<file path="src/core/tbus_pkg.sv">
// Constants, field layout and marker kinds of the B telecom bus port.
// Assumes one system clock; all bus pins are asynchronous to it.

package tbus_pkg;

	// ****************************************
	// Register port
	// ****************************************
	localparam int          ADDR_W     = 4;
	localparam int          DATA_W     = 16;
	localparam logic [3:0]  REG_CTRL   = 4'h0;
	localparam logic [3:0]  REG_SLOT   = 4'h1;
	localparam logic [3:0]  REG_STATUS = 4'h2;
	localparam logic [3:0]  REG_ERRCNT = 4'h3;

	// ****************************************
	// Control fields
	// ****************************************
	localparam int          CTRL_W          = 5;
	localparam int          CTRL_DROP_EVEN  = 0;
	localparam int          CTRL_DATA_ONLY  = 1;
	localparam int          CTRL_ADD_EVEN   = 2;
	localparam int          CTRL_PRES_HIGH  = 3;
	localparam int          CTRL_THREE_J1   = 4;
	localparam logic [4:0]  CTRL_RESET      = 5'h00;

	// ****************************************
	// Slot fields: offset low byte, period high byte
	// ****************************************
	localparam int          SLOT_OFS_LSB     = 0;
	localparam int          SLOT_PER_LSB     = 8;
	localparam logic [7:0]  SLOT_OFS_RESET   = 8'h00;
	localparam logic [7:0]  SLOT_PER_RESET   = 8'h1c;

	// ****************************************
	// Status fields
	// ****************************************
	localparam int          STAT_PAR_ERR   = 0;
	localparam int          STAT_SEL       = 1;
	localparam int          STAT_MF_LSB    = 2;
	localparam int          STAT_FRAMED    = 4;

	// ****************************************
	// Bus rates and J1 counts
	// ****************************************
	localparam int          BUS_CLK_STS3_KHZ = 19440;
	localparam int          BUS_CLK_STS1_KHZ = 6480;
	localparam logic [1:0]  J1_ONE           = 2'h1;
	localparam logic [1:0]  J1_THREE         = 2'h3;

	// Frame marker pulse kinds
	typedef enum logic [1:0] {MARK_NONE, MARK_C1, MARK_J1, MARK_V1} mark_t;

	// Add timing states
	typedef enum logic {T_HUNT, T_FRAMED} tstate_t;

endpackage

</file>
<file path="src/core/link_edge_sync.sv">
// Synchroniser for one bus clock pin and its companion signals.
// Assumes the bus clock is much slower than i_clk (at least 4x).

`timescale 1ns/10ps
`default_nettype none

module link_edge_sync #(
	parameter int W = 1
) (
	// Clock and reset
	input  wire logic          i_clk,
	input  wire logic          i_arst_n,
	// Pins
	input  wire logic          i_link_clk,
	input  wire logic [W-1:0]  i_data,
	// Synchronised view
	output logic               o_rise,
	output logic               o_fall,
	output logic [W-1:0]       o_data
);

	logic [1:0]    clk_sync;
	logic          clk_last;
	logic [W-1:0]  data_meta;
	logic [W-1:0]  data_sync;

	// Two stages on every pin, third stage for edges
	always_ff @(posedge i_clk or negedge i_arst_n) begin
		if (!i_arst_n) begin
			clk_sync  <= 2'h0;
			clk_last  <= 1'b0;
			data_meta <= '0;
			data_sync <= '0;
		end else begin
			clk_sync  <= {clk_sync[0], i_link_clk};
			clk_last  <= clk_sync[1];
			data_meta <= i_data;
			data_sync <= data_meta;
		end
	end

	// Edge pulses from the second and third stages
	assign o_rise = clk_sync[1] & ~clk_last;
	assign o_fall = ~clk_sync[1] & clk_last;
	assign o_data = data_sync;

endmodule // link_edge_sync

`default_nettype wire

</file>
<file path="src/core/tbus_b_port.sv">
// B drop/add telecom bus port: drop sampling with parity check,
// add slot insertion with selectable timing source.
// Assumes bus pins change well clear of the sampling edges.
//
// Contract
// Partner runs bus clock at 19.44 MHz or 6.48 MHz per bus rate.
// Drop data, parity, payload flag, marker sampled on drop clock fall.
// Timing select high: add timing comes from drop clock and framing.
// Drop timing: add outputs change on drop clock rise, selected slot only.
// Default drop parity odd over data, payload flag and marker; checked.
// Config selects even drop parity and data-only checking independently.
// Bit 7 carries the first transmitted bit on drop and add bytes.
// Partner holds payload flag high through payload bytes, low otherwise.
// Marker pulses at the first C1 byte position of each frame.
// Marker carries one-clock J1 pulses: one or three per frame.
// V1 pulses on the drop marker are ignored; with timing select high they reset mf_phase and pulse o_mframe_start.
// Timing select low: partner supplies add clock, flag and marker.
// Add timing: add flag and marker sampled on add clock fall.
// Add timing: add outputs change on add clock rise, in slot only.
// Timing select high: add clock input is ignored completely.
// Add parity odd over add data by default, even by config.
// Add parity driven only while adding data, else released.
// Add data driven only in selected slots, else released.
// V1 pulses on the add marker mark the tributary multiframe.
// Add-present asserted exactly in slots; active low unless configured.
// Failed drop parity sets a sticky error flag for software.
//
// Strobed register access and the register offsets are this design's own decisions.

`timescale 1ns/10ps
`default_nettype none

module tbus_b_port #(
	parameter int CNT_W = 16
) (
	// Clock and reset
	input  wire logic        i_clk,
	input  wire logic        i_arst_n,
	// Register port
	input  wire logic [3:0]  i_reg_addr,
	input  wire logic [15:0] i_reg_wdata,
	input  wire logic        i_reg_wr,
	input  wire logic        i_reg_rd,
	output logic [15:0]      o_reg_rdata,
	// Drop bus pins
	input  wire logic        i_drop_bus_clock,
	input  wire logic [7:0]  i_drop_data_byte,
	input  wire logic        i_drop_parity_in,
	input  wire logic        i_drop_payload_flag,
	input  wire logic        i_drop_frame_marker,
	// Add bus pins
	input  wire logic        i_add_timing_select,
	input  wire logic        i_add_bus_clock,
	input  wire logic        i_add_payload_flag,
	input  wire logic        i_add_frame_marker,
	output logic [7:0]       o_add_data_byte,
	output logic             o_add_data_oe,
	output logic             o_add_parity_out,
	output logic             o_add_parity_oe,
	output logic             o_add_present_flag,
	// Dropped stream
	output logic [7:0]       o_drop_byte,
	output logic             o_drop_valid,
	output logic             o_drop_spe,
	output logic             o_drop_c1,
	output logic             o_drop_j1,
	output logic             o_drop_parity_err,
	// Tributary source
	input  wire logic [7:0]  i_trib_byte,
	output logic             o_trib_take,
	output logic             o_mframe_start
);

	// ****************************************
	// Elaboration check
	// ****************************************
	if (CNT_W < 2 || CNT_W > tbus_pkg::DATA_W) begin : g_bad_cnt
		$error("CNT_W must lie between 2 and the register width");
	end

	// Classify a marker pulse by payload flag and J1 count
	function automatic tbus_pkg::mark_t classify(
		input logic       mark,
		input logic       spe,
		input logic [1:0] j1_cnt,
		input logic [1:0] j1_max
	);
		if (!mark)
			return tbus_pkg::MARK_NONE;
		else if (!spe)
			return tbus_pkg::MARK_C1;
		else if (j1_cnt < j1_max)
			return tbus_pkg::MARK_J1;
		else
			return tbus_pkg::MARK_V1;
	endfunction

	// ****************************************
	// Pin synchronisers
	// ****************************************
	logic        d_rise;
	logic        d_fall;
	logic [10:0] d_pins;
	logic        a_rise;
	logic        a_fall;
	logic [2:0]  a_pins;

	// Drop pins sampled together
	link_edge_sync #(.W(11)) u_drop_sync (
		.i_clk      (i_clk),
		.i_arst_n   (i_arst_n),
		.i_link_clk (i_drop_bus_clock),
		.i_data     ({i_drop_data_byte, i_drop_parity_in,
		              i_drop_payload_flag, i_drop_frame_marker}),
		.o_rise     (d_rise),
		.o_fall     (d_fall),
		.o_data     (d_pins)
	);

	link_edge_sync #(.W(3)) u_add_sync (
		.i_clk      (i_clk),
		.i_arst_n   (i_arst_n),
		.i_link_clk (i_add_bus_clock),
		.i_data     ({i_add_timing_select, i_add_payload_flag,
		              i_add_frame_marker}),
		.o_rise     (a_rise),
		.o_fall     (a_fall),
		.o_data     (a_pins)
	);

	// ****************************************
	// Registers
	// ****************************************
	logic [4:0]        ctrl;
	logic [7:0]        slot_ofs;
	logic [7:0]        slot_per;
	logic              par_err;
	logic [CNT_W-1:0]  err_cnt;
	logic [1:0]        mf_phase;
	tbus_pkg::tstate_t tstate;

	// Address decode
	wire wr_ctrl   = i_reg_wr && (i_reg_addr == tbus_pkg::REG_CTRL);
	wire wr_slot   = i_reg_wr && (i_reg_addr == tbus_pkg::REG_SLOT);
	wire wr_status = i_reg_wr && (i_reg_addr == tbus_pkg::REG_STATUS);
	wire clr_err   = wr_status && i_reg_wdata[tbus_pkg::STAT_PAR_ERR];

	wire [15:0] stat_word = {11'h000, (tstate == tbus_pkg::T_FRAMED),
		mf_phase, a_pins[2], par_err};
	wire [15:0] rd_word =
		(i_reg_addr == tbus_pkg::REG_CTRL)   ? {11'h000, ctrl} :
		(i_reg_addr == tbus_pkg::REG_SLOT)   ? {slot_per, slot_ofs} :
		(i_reg_addr == tbus_pkg::REG_STATUS) ? stat_word :
		(i_reg_addr == tbus_pkg::REG_ERRCNT) ?
			16'(err_cnt) : 16'h0000;

	// Config writes and one-cycle read data
	always_ff @(posedge i_clk or negedge i_arst_n) begin
		if (!i_arst_n) begin
			ctrl        <= tbus_pkg::CTRL_RESET;
			slot_ofs    <= tbus_pkg::SLOT_OFS_RESET;
			slot_per    <= tbus_pkg::SLOT_PER_RESET;
			o_reg_rdata <= 16'h0000;
		end else begin
			if (wr_ctrl)
				ctrl <= i_reg_wdata[4:0];
			if (wr_slot) begin
				slot_ofs <= i_reg_wdata[tbus_pkg::SLOT_OFS_LSB +: 8];
				slot_per <= i_reg_wdata[tbus_pkg::SLOT_PER_LSB +: 8];
			end
			o_reg_rdata <= i_reg_rd ? rd_word : 16'h0000;
		end
	end

	wire [1:0] j1_max = ctrl[tbus_pkg::CTRL_THREE_J1] ?
		tbus_pkg::J1_THREE : tbus_pkg::J1_ONE;

	// ****************************************
	// Drop side
	// ****************************************
	wire [7:0] d_byte = d_pins[10:3];
	wire       d_par  = d_pins[2];
	wire       d_spe  = d_pins[1];
	wire       d_mark = d_pins[0];
	logic [1:0] d_j1_cnt;

	// Parity sum over data, flag and marker
	// Data-only and even options
	wire d_sum = (^d_byte) ^ d_par ^
		(ctrl[tbus_pkg::CTRL_DATA_ONLY] ? 1'b0 : (d_spe ^ d_mark));
	wire d_bad = d_sum == ctrl[tbus_pkg::CTRL_DROP_EVEN];
	wire d_err = d_fall && d_bad;
	tbus_pkg::mark_t d_kind;
	assign d_kind = classify(d_mark, d_spe, d_j1_cnt, j1_max);

	// Dropped byte capture on drop clock fall
	always_ff @(posedge i_clk or negedge i_arst_n) begin
		if (!i_arst_n) begin
			o_drop_byte  <= 8'h00;
			o_drop_valid <= 1'b0;
			o_drop_spe   <= 1'b0;
			o_drop_c1    <= 1'b0;
			o_drop_j1    <= 1'b0;
			d_j1_cnt     <= 2'h0;
		end else begin
			o_drop_valid <= d_fall;
			o_drop_c1    <= d_fall && (d_kind == tbus_pkg::MARK_C1);
			// V1 pulses give no output
			o_drop_j1    <= d_fall && (d_kind == tbus_pkg::MARK_J1);
			if (d_fall) begin
				// Bit 7 first, passed unchanged
				o_drop_byte <= d_byte;
				o_drop_spe  <= d_spe;
				if (d_kind == tbus_pkg::MARK_C1)
					d_j1_cnt <= 2'h0;
				else if (d_kind == tbus_pkg::MARK_J1)
					d_j1_cnt <= 2'(d_j1_cnt + 2'h1);
			end
		end
	end

	// Sticky error, set wins over clear
	always_ff @(posedge i_clk or negedge i_arst_n) begin
		if (!i_arst_n) begin
			par_err           <= 1'b0;
			err_cnt           <= '0;
			o_drop_parity_err <= 1'b0;
		end else begin
			par_err           <= d_err | (par_err & ~clr_err);
			o_drop_parity_err <= d_err | (par_err & ~clr_err);
			if (d_err)
				err_cnt <= CNT_W'(err_cnt + 1'b1);
		end
	end

	// ****************************************
	// Add timing source
	// ****************************************
	// Select high: drop clock and framing
	// Add clock edges unused then
	wire sel    = a_pins[2];
	wire t_fall = sel ? d_fall : a_fall;
	wire t_rise = sel ? d_rise : a_rise;
	// Add flag and marker at add clock fall
	wire t_spe  = sel ? d_spe  : a_pins[1];
	wire t_mark = sel ? d_mark : a_pins[0];

	logic [1:0] t_j1_cnt;
	logic [7:0] slot_pos;
	logic       slot_hit;
	tbus_pkg::mark_t t_kind;
	assign t_kind = classify(t_mark, t_spe, t_j1_cnt, j1_max);

	// Payload byte position since the last J1, wrapping to 0 at slot_per
	wire [7:0] pos_inc  = (slot_pos + 8'h01 >= slot_per) ?
		8'h00 : 8'(slot_pos + 8'h01);
	wire [7:0] pos_now  = (t_kind == tbus_pkg::MARK_J1) ? 8'h00 : pos_inc;
	wire       hit_now  = (tstate == tbus_pkg::T_FRAMED) && t_spe &&
		(pos_now == slot_ofs);

	// Framing, slot and multiframe tracking on timing fall
	always_ff @(posedge i_clk or negedge i_arst_n) begin
		if (!i_arst_n) begin
			tstate         <= tbus_pkg::T_HUNT;
			t_j1_cnt       <= 2'h0;
			slot_pos       <= 8'h00;
			slot_hit       <= 1'b0;
			mf_phase       <= 2'h0;
			o_mframe_start <= 1'b0;
		end else begin
			o_mframe_start <= t_fall && (t_kind == tbus_pkg::MARK_V1);
			if (t_fall) begin
				slot_hit <= hit_now;
				if (t_spe)
					slot_pos <= pos_now;
				case (t_kind)
					tbus_pkg::MARK_C1: begin
						tstate   <= tbus_pkg::T_FRAMED;
						t_j1_cnt <= 2'h0;
						mf_phase <= 2'(mf_phase + 2'h1);
					end
					tbus_pkg::MARK_J1: begin
						t_j1_cnt <= 2'(t_j1_cnt + 2'h1);
					end
					// V1 restarts multiframe phase
					tbus_pkg::MARK_V1: begin
						mf_phase <= 2'h0;
					end
					default: begin
						tstate <= tstate;
					end
				endcase
			end
		end
	end

	// ****************************************
	// Add outputs
	// ****************************************
	// Odd or even add parity
	wire add_par  = (^i_trib_byte) ^ ~ctrl[tbus_pkg::CTRL_ADD_EVEN];
	wire pres_act = ctrl[tbus_pkg::CTRL_PRES_HIGH];

	// Outputs change on timing rise
	always_ff @(posedge i_clk or negedge i_arst_n) begin
		if (!i_arst_n) begin
			o_add_data_byte  <= 8'h00;
			o_add_data_oe    <= 1'b0;
			o_add_parity_out <= 1'b0;
			o_add_parity_oe  <= 1'b0;
			o_trib_take      <= 1'b0;
		end else begin
			o_trib_take <= t_rise && slot_hit;
			if (t_rise) begin
				// Data driven in slot only
				// Bit 7 leaves first
				o_add_data_oe    <= slot_hit;
				o_add_data_byte  <= slot_hit ? i_trib_byte : 8'h00;
				// Parity driven with data only
				o_add_parity_oe  <= slot_hit;
				o_add_parity_out <= slot_hit ? add_par : 1'b0;
			end
		end
	end

	// Present flag follows slot, polarity selectable
	always_ff @(posedge i_clk or negedge i_arst_n) begin
		if (!i_arst_n)
			o_add_present_flag <= 1'b1;
		else if (t_rise)
			o_add_present_flag <= slot_hit ? pres_act : ~pres_act;
		else if (!o_add_data_oe)
			o_add_present_flag <= ~pres_act;
	end

endmodule // tbus_b_port

`default_nettype wire

</file>
<file path="config.mk">
export PLATFORM = sky130hd
export DESIGN_NAME = tbus_b_port
export DESIGN_NICKNAME = d
export VERILOG_FILES = /design/src/core/tbus_pkg.sv /design/src/core/link_edge_sync.sv /design/src/core/tbus_b_port.sv
export SDC_FILE = /design/constraint.sdc
export NUM_CORES = 1
export LEC_CHECK = 0
export BUFFER_PORTS_ARGS = -buffer_cell sky130_fd_sc_hd__buf_2
export CAP_MARGIN = 30
export CELL_PAD_IN_SITES_DETAIL_PLACEMENT = 2
export CELL_PAD_IN_SITES_GLOBAL_PLACEMENT = 2
export CORE_MARGIN = 2
export CORE_UTILIZATION = 38
export CTS_BUF_LIST = sky130_fd_sc_hd__clkbuf_4 sky130_fd_sc_hd__clkbuf_8 sky130_fd_sc_hd__clkbuf_16
export DETAILED_ROUTE_END_ITERATION = 7
export PLACE_DENSITY = 0.82
export SYNTH_ARGS = -nofsm -noshare
export SYNTH_HDL_FRONTEND = slang
export SYNTH_HIERARCHICAL = 1
export SYNTH_SLANG_ARGS = --single-unit
</file>
<file path="constraint.sdc">
create_clock -name i_clk -period 3.96 [get_ports i_clk]
set_input_delay 0.99 -clock i_clk [delete_from_list [all_inputs] [get_ports i_clk]]
set_output_delay 0.99 -clock i_clk [all_outputs]
set_load 0.03 [all_outputs]
</file>
Word-level counts from Yosys, hierarchy flattened. Cells that the tools add are included.

Flip-flop bits (word level): 129. Bits of input ports: 48. Output and inout port bits: 43. Word-level logic and storage cells: 117.

$add $sub $neg: 5. Order comparisons: 3. Equal/unequal tests: 11. Muxes and demuxes: 28. Bitwise gates (word level): 17. Reduce and logical (&&, ||, !) cells: 22.

Operators with widths (count): 2-to-1 mux 16 bit (5); 2-to-1 mux 8 bit (3); adder 16 x 1 -> 16 bit, second input constant (1); parity 8 bit (2); 2-to-1 mux 2 bit (7); logical AND 1 bit (11); 2-to-1 mux 1 bit (11); AND reduction 2 bit (5); adder 8 x 1 -> 8 bit, second input constant (1); equality test 4 x 2 -> 1 bit, second input constant (2); equality test 8 bit (1); >= comparator 8 bit (1); one-hot mux 2 bit (2 select lines) (2); inverter 1 bit (7); adder 2 x 1 -> 2 bit, second input constant (3); equality test 2 bit, second input constant (3); nonzero test 2 bit (3); AND 1 bit (5); equality test 2 x 1 -> 1 bit, second input constant (2); equality test 4 x 1 -> 1 bit, second input constant (1); zero test 4 bit (1); less-than comparator 2 bit (2); XOR 1 bit (4); inequality test 2 x 1 -> 1 bit, second input constant (1); other kinds (2) (2).

Depth between registers and ports, before layout. Gate-level depths: netlist of run 1.

Depth in word-level cells: 9. Gate-level depth with buffers: 15. Gate-level depth less buffers: 14.

Hierarchy. Netlist of run 1, hierarchy kept.

By module, submodules not included: tbus_b_port (instances 1, cells each 430, area each 4799.6 um^2, seq. area each 2382.3 um^2); link_edge_sync (u_drop_sync) (instances 1, cells each 27, area each 640.6 um^2, seq. area each 625.6 um^2); link_edge_sync (u_add_sync) (instances 1, cells each 11, area each 240.2 um^2, seq. area each 225.2 um^2).

Worst setup path before layout of run 1. Ideal clock, no wire load.

Kind: register -> register. Start point: register slot_pos[0]. End point: register slot_hit. Library setup time: 0.092 ns. Data arrival time: 2.658 ns. Data required time: 3.868 ns. Slack: 1.210 ns. Cell stages (with the launch flop): 12. Path buffers: 0. Period minus slack after synthesis: 2.750 ns. Cell sequence: dfrtp_1 > ha_1 > nand3_1 > xor2_1 > inv_1 > ha_1 > o21a_1 > a21oi_1 > o31ai_2 > mux2i_1 > o2111ai_1 > o31ai_2.

Cells in the longest elaborated chain, start to end: 6.

RTL lines: start, declared (RTL line tbus_b_port.sv:249) `logic [7:0] slot_pos;`; start signal, assigned (RTL line tbus_b_port.sv:275) `slot_pos <= pos_now;`; adder 8 x 1 -> 8 bit * (RTL line tbus_b_port.sv:255, tbus_b_port.sv:256); >= comparator 8 bit (RTL line tbus_b_port.sv:255) `wire [7:0] pos_inc = (slot_pos + 8'h01 >= slot_per) ?`; 2-to-1 mux 8 bit * (RTL line tbus_b_port.sv:255); 2-to-1 mux 8 bit * (RTL line tbus_b_port.sv:257) `wire [7:0] pos_now = (t_kind == tbus_pkg::MARK_J1) ? 8'h00 : pos_inc;`; equality test 8 bit * (RTL line tbus_b_port.sv:259) `(pos_now == slot_ofs);`; logical AND 1 bit * (RTL line tbus_b_port.sv:258) `wire hit_now = (tstate == tbus_pkg::T_FRAMED) && t_spe &&`; end signal, assigned (RTL line tbus_b_port.sv:273) `slot_hit <= hit_now;`; end, declared (RTL line tbus_b_port.sv:250) `logic slot_hit;`.

Mark *: on every way between the ends. The rest lies on a longest branch, timed or not. A chain may end at the register's enable or synchronous reset.

Worst setup path in the final report of run 1. Ends and elaborated chain as after synthesis.

==> results of run 1 <==
[per-layer routing]
| layer | track usage | wire length [um] |
|---|---|---|
| met3 | 0.05225 | 560 |
| met4 | 0.06076 | 167 |
| met1 | 0.2540 | 6487 |
| met5 | 0 | 0 |
| met2 | 0.3621 | 8064 |
[final timing paths]
path / endpoint / cells after the start / from / slack (ps)
max in group asynchronous: o_add_present_flag$_DFFE_PN1P_ / 2 / i_arst_n / 2470
setup / recovery: slot_hit$_DFFE_PN0P_ / 12 / slot_pos[0]$_DFFE_PN0P_ / 570
setup reg to reg: slot_hit$_DFFE_PN0P_ / 12 / slot_pos[0]$_DFFE_PN0P_ / 570
hold reg to reg: u_drop_sync/o_data[9]$_DFF_PN0_ / 0 / u_drop_sync/data_meta[9]$_DFF_PN0_ / 350
min in group asynchronous: slot_ofs[5]$_DFFE_PN0P_ / 1 / i_arst_n / 610
hold / removal: u_drop_sync/o_data[9]$_DFF_PN0_ / 0 / u_drop_sync/data_meta[9]$_DFF_PN0_ / 350
[flip-flops by register name (all words and copies together), names as in the netlist, 2 cells and up]
| name | flops |
|---|---|
| ctrl | 5 |
| d_j1_cnt | 2 |
| err_cnt | 16 |
| mf_phase | 2 |
| o_add_data_byte | 8 |
| o_drop_byte | 8 |
| o_reg_rdata | 16 |
| slot_ofs | 8 |
| slot_per | 8 |
| slot_pos | 8 |
| t_j1_cnt | 2 |
| u_add_sync/clk_sync | 2 |
| u_add_sync/data_meta | 3 |
| u_add_sync/o_data | 3 |
| u_drop_sync/clk_sync | 2 |
| u_drop_sync/data_meta | 11 |
| u_drop_sync/o_data | 11 |
[worst max-delay path, stage by stage, from the launching register on]
cell	delay, ps
dfrtp_1	500
ha_1	320
nand3_1	130
xor2_1	260
inv_1	140
ha_1	290
o21a_1	120
a21oi_1	80
o31ai_2	540
buf_4	290
mux2i_1	200
o2111ai_1	160
o31ai_2	260
[through the flow]
stage          worst slack (ps)  power (mW)  std cells  instance area (sq um)    util
3_5_place_dp              629.7       2.463        731                   6331  0.4340
5_1_grt                   288.8       4.155        764                   6898  0.4728
4_1_cts                   549.2       4.001        763                   6890  0.4723
6_report                  573.7       3.946        764                   6898  0.4728
2_1_floorplan              1210       2.182        468                   5680       -
3_3_place_gp              582.4       2.385        730                   6324  0.4334
[power breakdown]
group	switching (mW)	internal (mW)
clock	0.622	0.866
combinational	0.435	0.357
sequential	0.189	1.48
total	1.25	2.70
[cell type report]
cell class	instances	area, sq um
repair buffers	95	503.0
flip-flops and latches	129	3233
well taps	184	230.2
clock buffers	17	425.4
inverters	21	78.83
multi-input cells	303	2293
clock inverters	15	133.9
fillers	1442	7691
[cells in the final DEF, fill, tap and decap left out, types with 3 or more instances in the layout]
| cell type | n |
|---|---|
| inv_1 | 21 |
| buf_4 | 5 |
| mux2_2 | 30 |
| nand3_1 | 13 |
| inv_6 | 4 |
| o21ai_0 | 21 |
| or3_1 | 4 |
| xnor2_1 | 28 |
| clkbuf_16 | 17 |
| o21ai_1 | 4 |
| nand4_1 | 7 |
| o21a_1 | 3 |
| and2_1 | 3 |
| clkinv_4 | 3 |
| a21oi_1 | 8 |
| xor2_1 | 9 |
| nand2b_1 | 7 |
| clkinv_2 | 4 |
| buf_2 | 89 |
| nand2_1 | 48 |
| nor2_1 | 25 |
| dfstp_2 | 4 |
| clkinvlp_4 | 3 |
| mux2i_1 | 14 |
| nand3b_1 | 3 |
| o31ai_1 | 6 |
| mux4_2 | 5 |
| nor2b_1 | 6 |
| ha_1 | 17 |
| and3_1 | 7 |
| dfrtp_1 | 125 |
[logic make-up (layout without fill, tap and decap cells)]
kind of cell	Yosys count	count (layout)	synth area share
AND/OR/NAND/NOR	137	137	0.1240
flip-flops	129	129	0.5692
AO/OA/AOI/OAI	61	61	0.07423
multiplexers	49	49	0.1040
XOR/XNOR	39	39	0.06410
buffers and inverters	36	148	0.02709
adder cells (fa/ha/maj)	17	17	0.03744
==> impl_metrics.env, run 1 <==
export IMPL_dr_pass1_iters=4
export IMPL_clockBufferDepth=2
export IMPL_antenna_cells=0
export IMPL_synth_warnings=6
export IMPL_synthesis_nets=533
export IMPL_async_reset_ff_frac=1.000
export IMPL_drc=0
export IMPL_wl_per_cell_um=20.00
export IMPL_via_per_inst=5.241
export IMPL_status="completed"
export IMPL_syn2layout_area_growth_pct=21.43
export IMPL_tightest_slew_ps=710.2
export IMPL_dr_first_iter_drc_count=193
export IMPL_io_buffers=90
export IMPL_cp_required_ps=4300
export IMPL_rows=44
export IMPL_grt_pass1_wl_mm=25.37
export IMPL_grt_max_degree=79
export IMPL_crit_arrival_ps=3720
export IMPL_critPathKind="flop to flop"
export IMPL_grt_pass1_vias=4678
export IMPL_hold_path_class="flop to flop"
export IMPL_grt_usage=0.2072
export IMPL_synthTopCellsByArea="dfrtp_1 (55%), mux2_2 (5.9%), xnor2_1 (4.3%), ha_1 (3.7%), nand2_1 (3.2%)"
export IMPL_slew_headroom=0.5265
export IMPL_cts_tree="done"
export IMPL_rsz0062_at_grt="no"
export IMPL_routed_wl_mm=15.28
export IMPL_nets=632
export IMPL_place_detailed_hpwl_mm=10.73
export IMPL_yosysMostFrequentCell="dfrtp_1"
export IMPL_clock_sinks=129
export IMPL_vdd_drop_max_uv=340.1
export IMPL_whs_ps=349.3
export IMPL_cts_buffers=17
export IMPL_critPathLaunchType="flop"
export IMPL_cts_resized_gates=0
export IMPL_ys_seq_area_frac=0.5692
export IMPL_synth_avg_cell_area_sq_um=12.14
export IMPL_coreArea_sq_mm=0.01459
export IMPL_syn_area_sq_mm=0.005680
export IMPL_tns_ps=0
export IMPL_die_area_sq_mm=0.01594
export IMPL_p_leak_nw=3.279
export IMPL_end_kind="flop"
export IMPL_post_route_period_util=0.8551
export IMPL_min_period_ps=3386
export IMPL_clockRootBuffer="clkbuf_16"
export IMPL_drtAntennaViolNets=0
export IMPL_synth_common_cells="dfrtp_1 (125), nand2_1 (48), mux2_2 (30)"
export IMPL_synth_seq_cells=129
export IMPL_synth_edf_count=0
export IMPL_synth_top_area_frac=0.5507
export IMPL_start_util=0.3894
export IMPL_insertion_delay_ps=430
export IMPL_fp_dieH_um=126.3
export IMPL_antenna_found_initial=0
export IMPL_timing_hold_violations_final=0
export IMPL_power_density_mw_per_mm2=572.1
export IMPL_hold_buffers=0
export IMPL_netlist_instances=468
export IMPL_h_tree_depth=4
export IMPL_drive_above_1_share=0.3138
export IMPL_clock_skew_ps=9.524
export IMPL_synth_area_leader_cell="dfrtp_1"
export IMPL_post_cts_buffers=0
export IMPL_fp_dieW_um=126.3
export IMPL_fmax_mhz=295.3
export IMPL_maxCapViolations=0
export IMPL_place_congestion=0.7770
export IMPL_ys_flop_type="dfrtp_1"
export IMPL_setup_viol=0
export IMPL_yosysUniqueCellTypes=56
export IMPL_clk_pin_slew_ps=60
export IMPL_overflow=0
export IMPL_crit_fanout=9
export IMPL_io_pins=91
export IMPL_via_count=4004
export IMPL_finalMaxSlewViolations=0
No activity file was read; power rests on OpenSTA's default activity.
==> inputs of run 2 (changes only) <==
CTS_BUF_LIST = not set   (was sky130_fd_sc_hd__clkbuf_4 sky130_fd_sc_hd__clkbuf_8 sky130_fd_sc_hd__clkbuf_16)
clock period = 3.53 ns   (was 3.96 ns; I/O delays follow)
==> run 2 against run 1 <==
  * Sequential power is 12% higher
  * Power is 18% higher
  * Clock skew is 2.6 ps lower
  * First-iteration DRC count is 8.3% lower
  * Combinational power is 15% higher
  * Worst hold slack worse by 2.0 ps
  * Die area stayed put
==> impl_metrics.env, run 2 (synthesis results as in run 1) <==
export IMPL_most_common_layout_cells="dfrtp_1 (125), buf_2 (89), nand2_1 (48), mux2_2 (30), xnor2_1 (27)"
export IMPL_fp_dieH_um=126.3
export IMPL_p_sw_frac=0.3121
export IMPL_place_congestion=0.8235
export IMPL_antenna_cells=0
export IMPL_via_count=4027
export IMPL_p_clk_frac=0.401
export IMPL_clockRootBuffer="clkbuf_16"
export IMPL_overflow=0
export IMPL_vdd_drop_max_uv=647.8
export IMPL_timing_hold_violations_final=0
export IMPL_cpPeakStageDelay_ps=480
export IMPL_final_common_cell="dfrtp_1"
export IMPL_start_util=0.3894
export IMPL_wl_per_cell_um=21.25
export IMPL_end_kind="flop"
export IMPL_tightest_slew_ps=1194
export IMPL_tns_ps=0
export IMPL_grt_pass1_vias=4693
export IMPL_grt_max_degree=57
export IMPL_maxCapViolations=0
export IMPL_die_area_sq_mm=0.01594
export IMPL_cts_resized_gates=0
export IMPL_cts_tree="done"
export IMPL_h_tree_depth=4
export IMPL_rows=44
export IMPL_antenna_found_initial=0
export IMPL_critPathKind="flop to flop"
export IMPL_grt_usage=0.2177
export IMPL_nets=634
export IMPL_reg_largest_list="err_cnt: 16 flops, o_reg_rdata: 16 flops"
export IMPL_drtAntennaViolNets=0
export IMPL_crit_arrival_ps=3570
export IMPL_fmax_mhz=309.1
export IMPL_multi_input_comb_area_sq_mm=0.002310
export IMPL_slew_headroom=0.2041
export IMPL_p_int_mw=3.194
export IMPL_via_per_inst=5.257
export IMPL_cts_buffers=17
export IMPL_drive_above_1_share=0.3179
export IMPL_hold_buffers=0
export IMPL_min_period_ps=3235
export IMPL_drc=0
export IMPL_coreArea_sq_mm=0.01459
export IMPL_r2r_slack_ps=290
export IMPL_hold_path_class="flop to flop"
export IMPL_placed_cells=734
export IMPL_cp_required_ps=3860
export IMPL_place_detailed_hpwl_mm=11.02
export IMPL_rr_worst_depth=10
export IMPL_p_leak_nw=3.337
export IMPL_crit_fanout=8
export IMPL_io_buffers=90
export IMPL_finalMaxSlewViolations=0
export IMPL_power_density_mw_per_mm2=664.1
export IMPL_syn2layout_area_growth_pct=23.08
export IMPL_dr_first_iter_drc_count=177
export IMPL_grt_pass1_wl_mm=26.16
export IMPL_seqPwrFrac=0.403
export IMPL_rsz0062_at_grt="no"
export IMPL_timing_rr_start="slot_pos[0]$_DFFE_PN0P_"
export IMPL_r2r_end="slot_hit$_DFFE_PN0P_"
export IMPL_io_pins=91
export IMPL_path_cells="ha_1 > nand2_1 > xnor2_2 > ha_1 > a21o_1 > a211oi_1 > o31ai_4 > a2111oi_4 > a211oi_1 > o31ai_2"
export IMPL_clock_sinks=129
export IMPL_fp_dieW_um=126.3
export IMPL_critPathLaunchType="flop"
export IMPL_comb_power_share=0.196
export IMPL_routed_wl_mm=16.28
export IMPL_status="completed"
export IMPL_insertion_delay_ps=420
export IMPL_startpoint="slot_pos[0]$_DFFE_PN0P_"
export IMPL_setup_viol=0
export IMPL_crit_end="slot_hit$_DFFE_PN0P_"
export IMPL_fillCellCount=1479
export IMPL_clk_pin_slew_ps=60
export IMPL_dr_pass1_iters=4
export IMPL_clockBufferDepth=2
export IMPL_fin_cells=766
export IMPL_power_switching_mw=1.449
export IMPL_clock_skew_ps=6.905
export IMPL_post_cts_buffers=0
export IMPL_post_route_period_util=0.9165
export IMPL_seqCellArea_sq_mm=0.003233
export IMPL_cp_slowest_cell="dfrtp_1"
-- run 2: cell count changes in the layout (fill, tap and decap cells not counted), moves of 2 or more --
cell	previous run	this run
buf_4	5	7
bufinv_16	1	3
clkinv_2	4	1
clkinvlp_4	3	0
inv_6	4	6
inv_8	0	2
-- run 2: critical path: cells and delay by family, from the launching register on --
| family | cells | cell delay (ps) |
|---|---|---|
| AO/OA/AOI/OAI | 6 | 1510 |
| flip-flops | 1 | 480 |
| adder cells (fa/ha/maj) | 2 | 670 |
| XOR/XNOR | 1 | 320 |
| AND/OR/NAND/NOR | 1 | 160 |
-- run 2: through the flow --
step                      hold WS (ps)  power (mW)  utilization  area, sq um  setup slack (ps)
after floorplan                  331.2       2.448            -         5680             780.0
after global placement           332.1       2.685       0.4355         6354             477.9
after detailed placement         337.1       2.767       0.4355         6354             284.7
after CTS                        350.7       4.693       0.4781         6975             109.6
after global routing             361.6       4.860       0.4792         6992             102.9
final                            347.3       4.644       0.4792         6992             294.8
-- run 2: how the worst min path moves through the flow --
stage	slack, ps	to	startpoint	cells after the start
2_1_floorplan	330	u_add_sync/clk_sync[1]$_DFF_PN0_	u_add_sync/clk_sync[0]$_DFF_PN0_	0
3_3_place_gp	330	u_drop_sync/o_data[4]$_DFF_PN0_	u_drop_sync/data_meta[4]$_DFF_PN0_	0
3_5_place_dp	340	u_drop_sync/o_data[2]$_DFF_PN0_	u_drop_sync/data_meta[2]$_DFF_PN0_	0
4_1_cts	350	u_add_sync/o_data[0]$_DFF_PN0_	u_add_sync/data_meta[0]$_DFF_PN0_	0
5_1_grt	360	u_drop_sync/o_data[7]$_DFF_PN0_	u_drop_sync/data_meta[7]$_DFF_PN0_	0
6_report	350	u_add_sync/o_data[0]$_DFF_PN0_	u_add_sync/data_meta[0]$_DFF_PN0_	0
-- run 2: power groups by stage --
stage / registers (mW) / logic [mW] / clock network (mW)
after floorplan: 1.87 / 0.583 / 0
after global placement: 1.86 / 0.822 / 0
after detailed placement: 1.89 / 0.878 / 0
after CTS: 1.87 / 0.913 / 1.91
after global routing: 1.90 / 1.00 / 1.96
final: 1.87 / 0.910 / 1.86
-- run 2: layer usage --
metal | vias to the layer above | track usage | share of wire
li1 | 1823 | - | -
met1 | 2087 | 0.2512 | 0.40
met2 | 98 | 0.3953 | 0.55
met3 | 19 | 0.05862 | 0.040
met4 | 0 | 0.06399 | 0.012
met5 | - | 0 | 0
-- run 2: cell type report --
| class | count | share of cell area |
|---|---|---|
| multi-input cells | 303 | 0.3304 |
| repair buffers | 97 | 0.07409 |
| clock inverters | 15 | 0.02810 |
| well taps | 184 | 0.03293 |
| inverters | 21 | 0.01127 |
| clock buffers | 17 | 0.06084 |
| flip-flops and latches | 129 | 0.4624 |
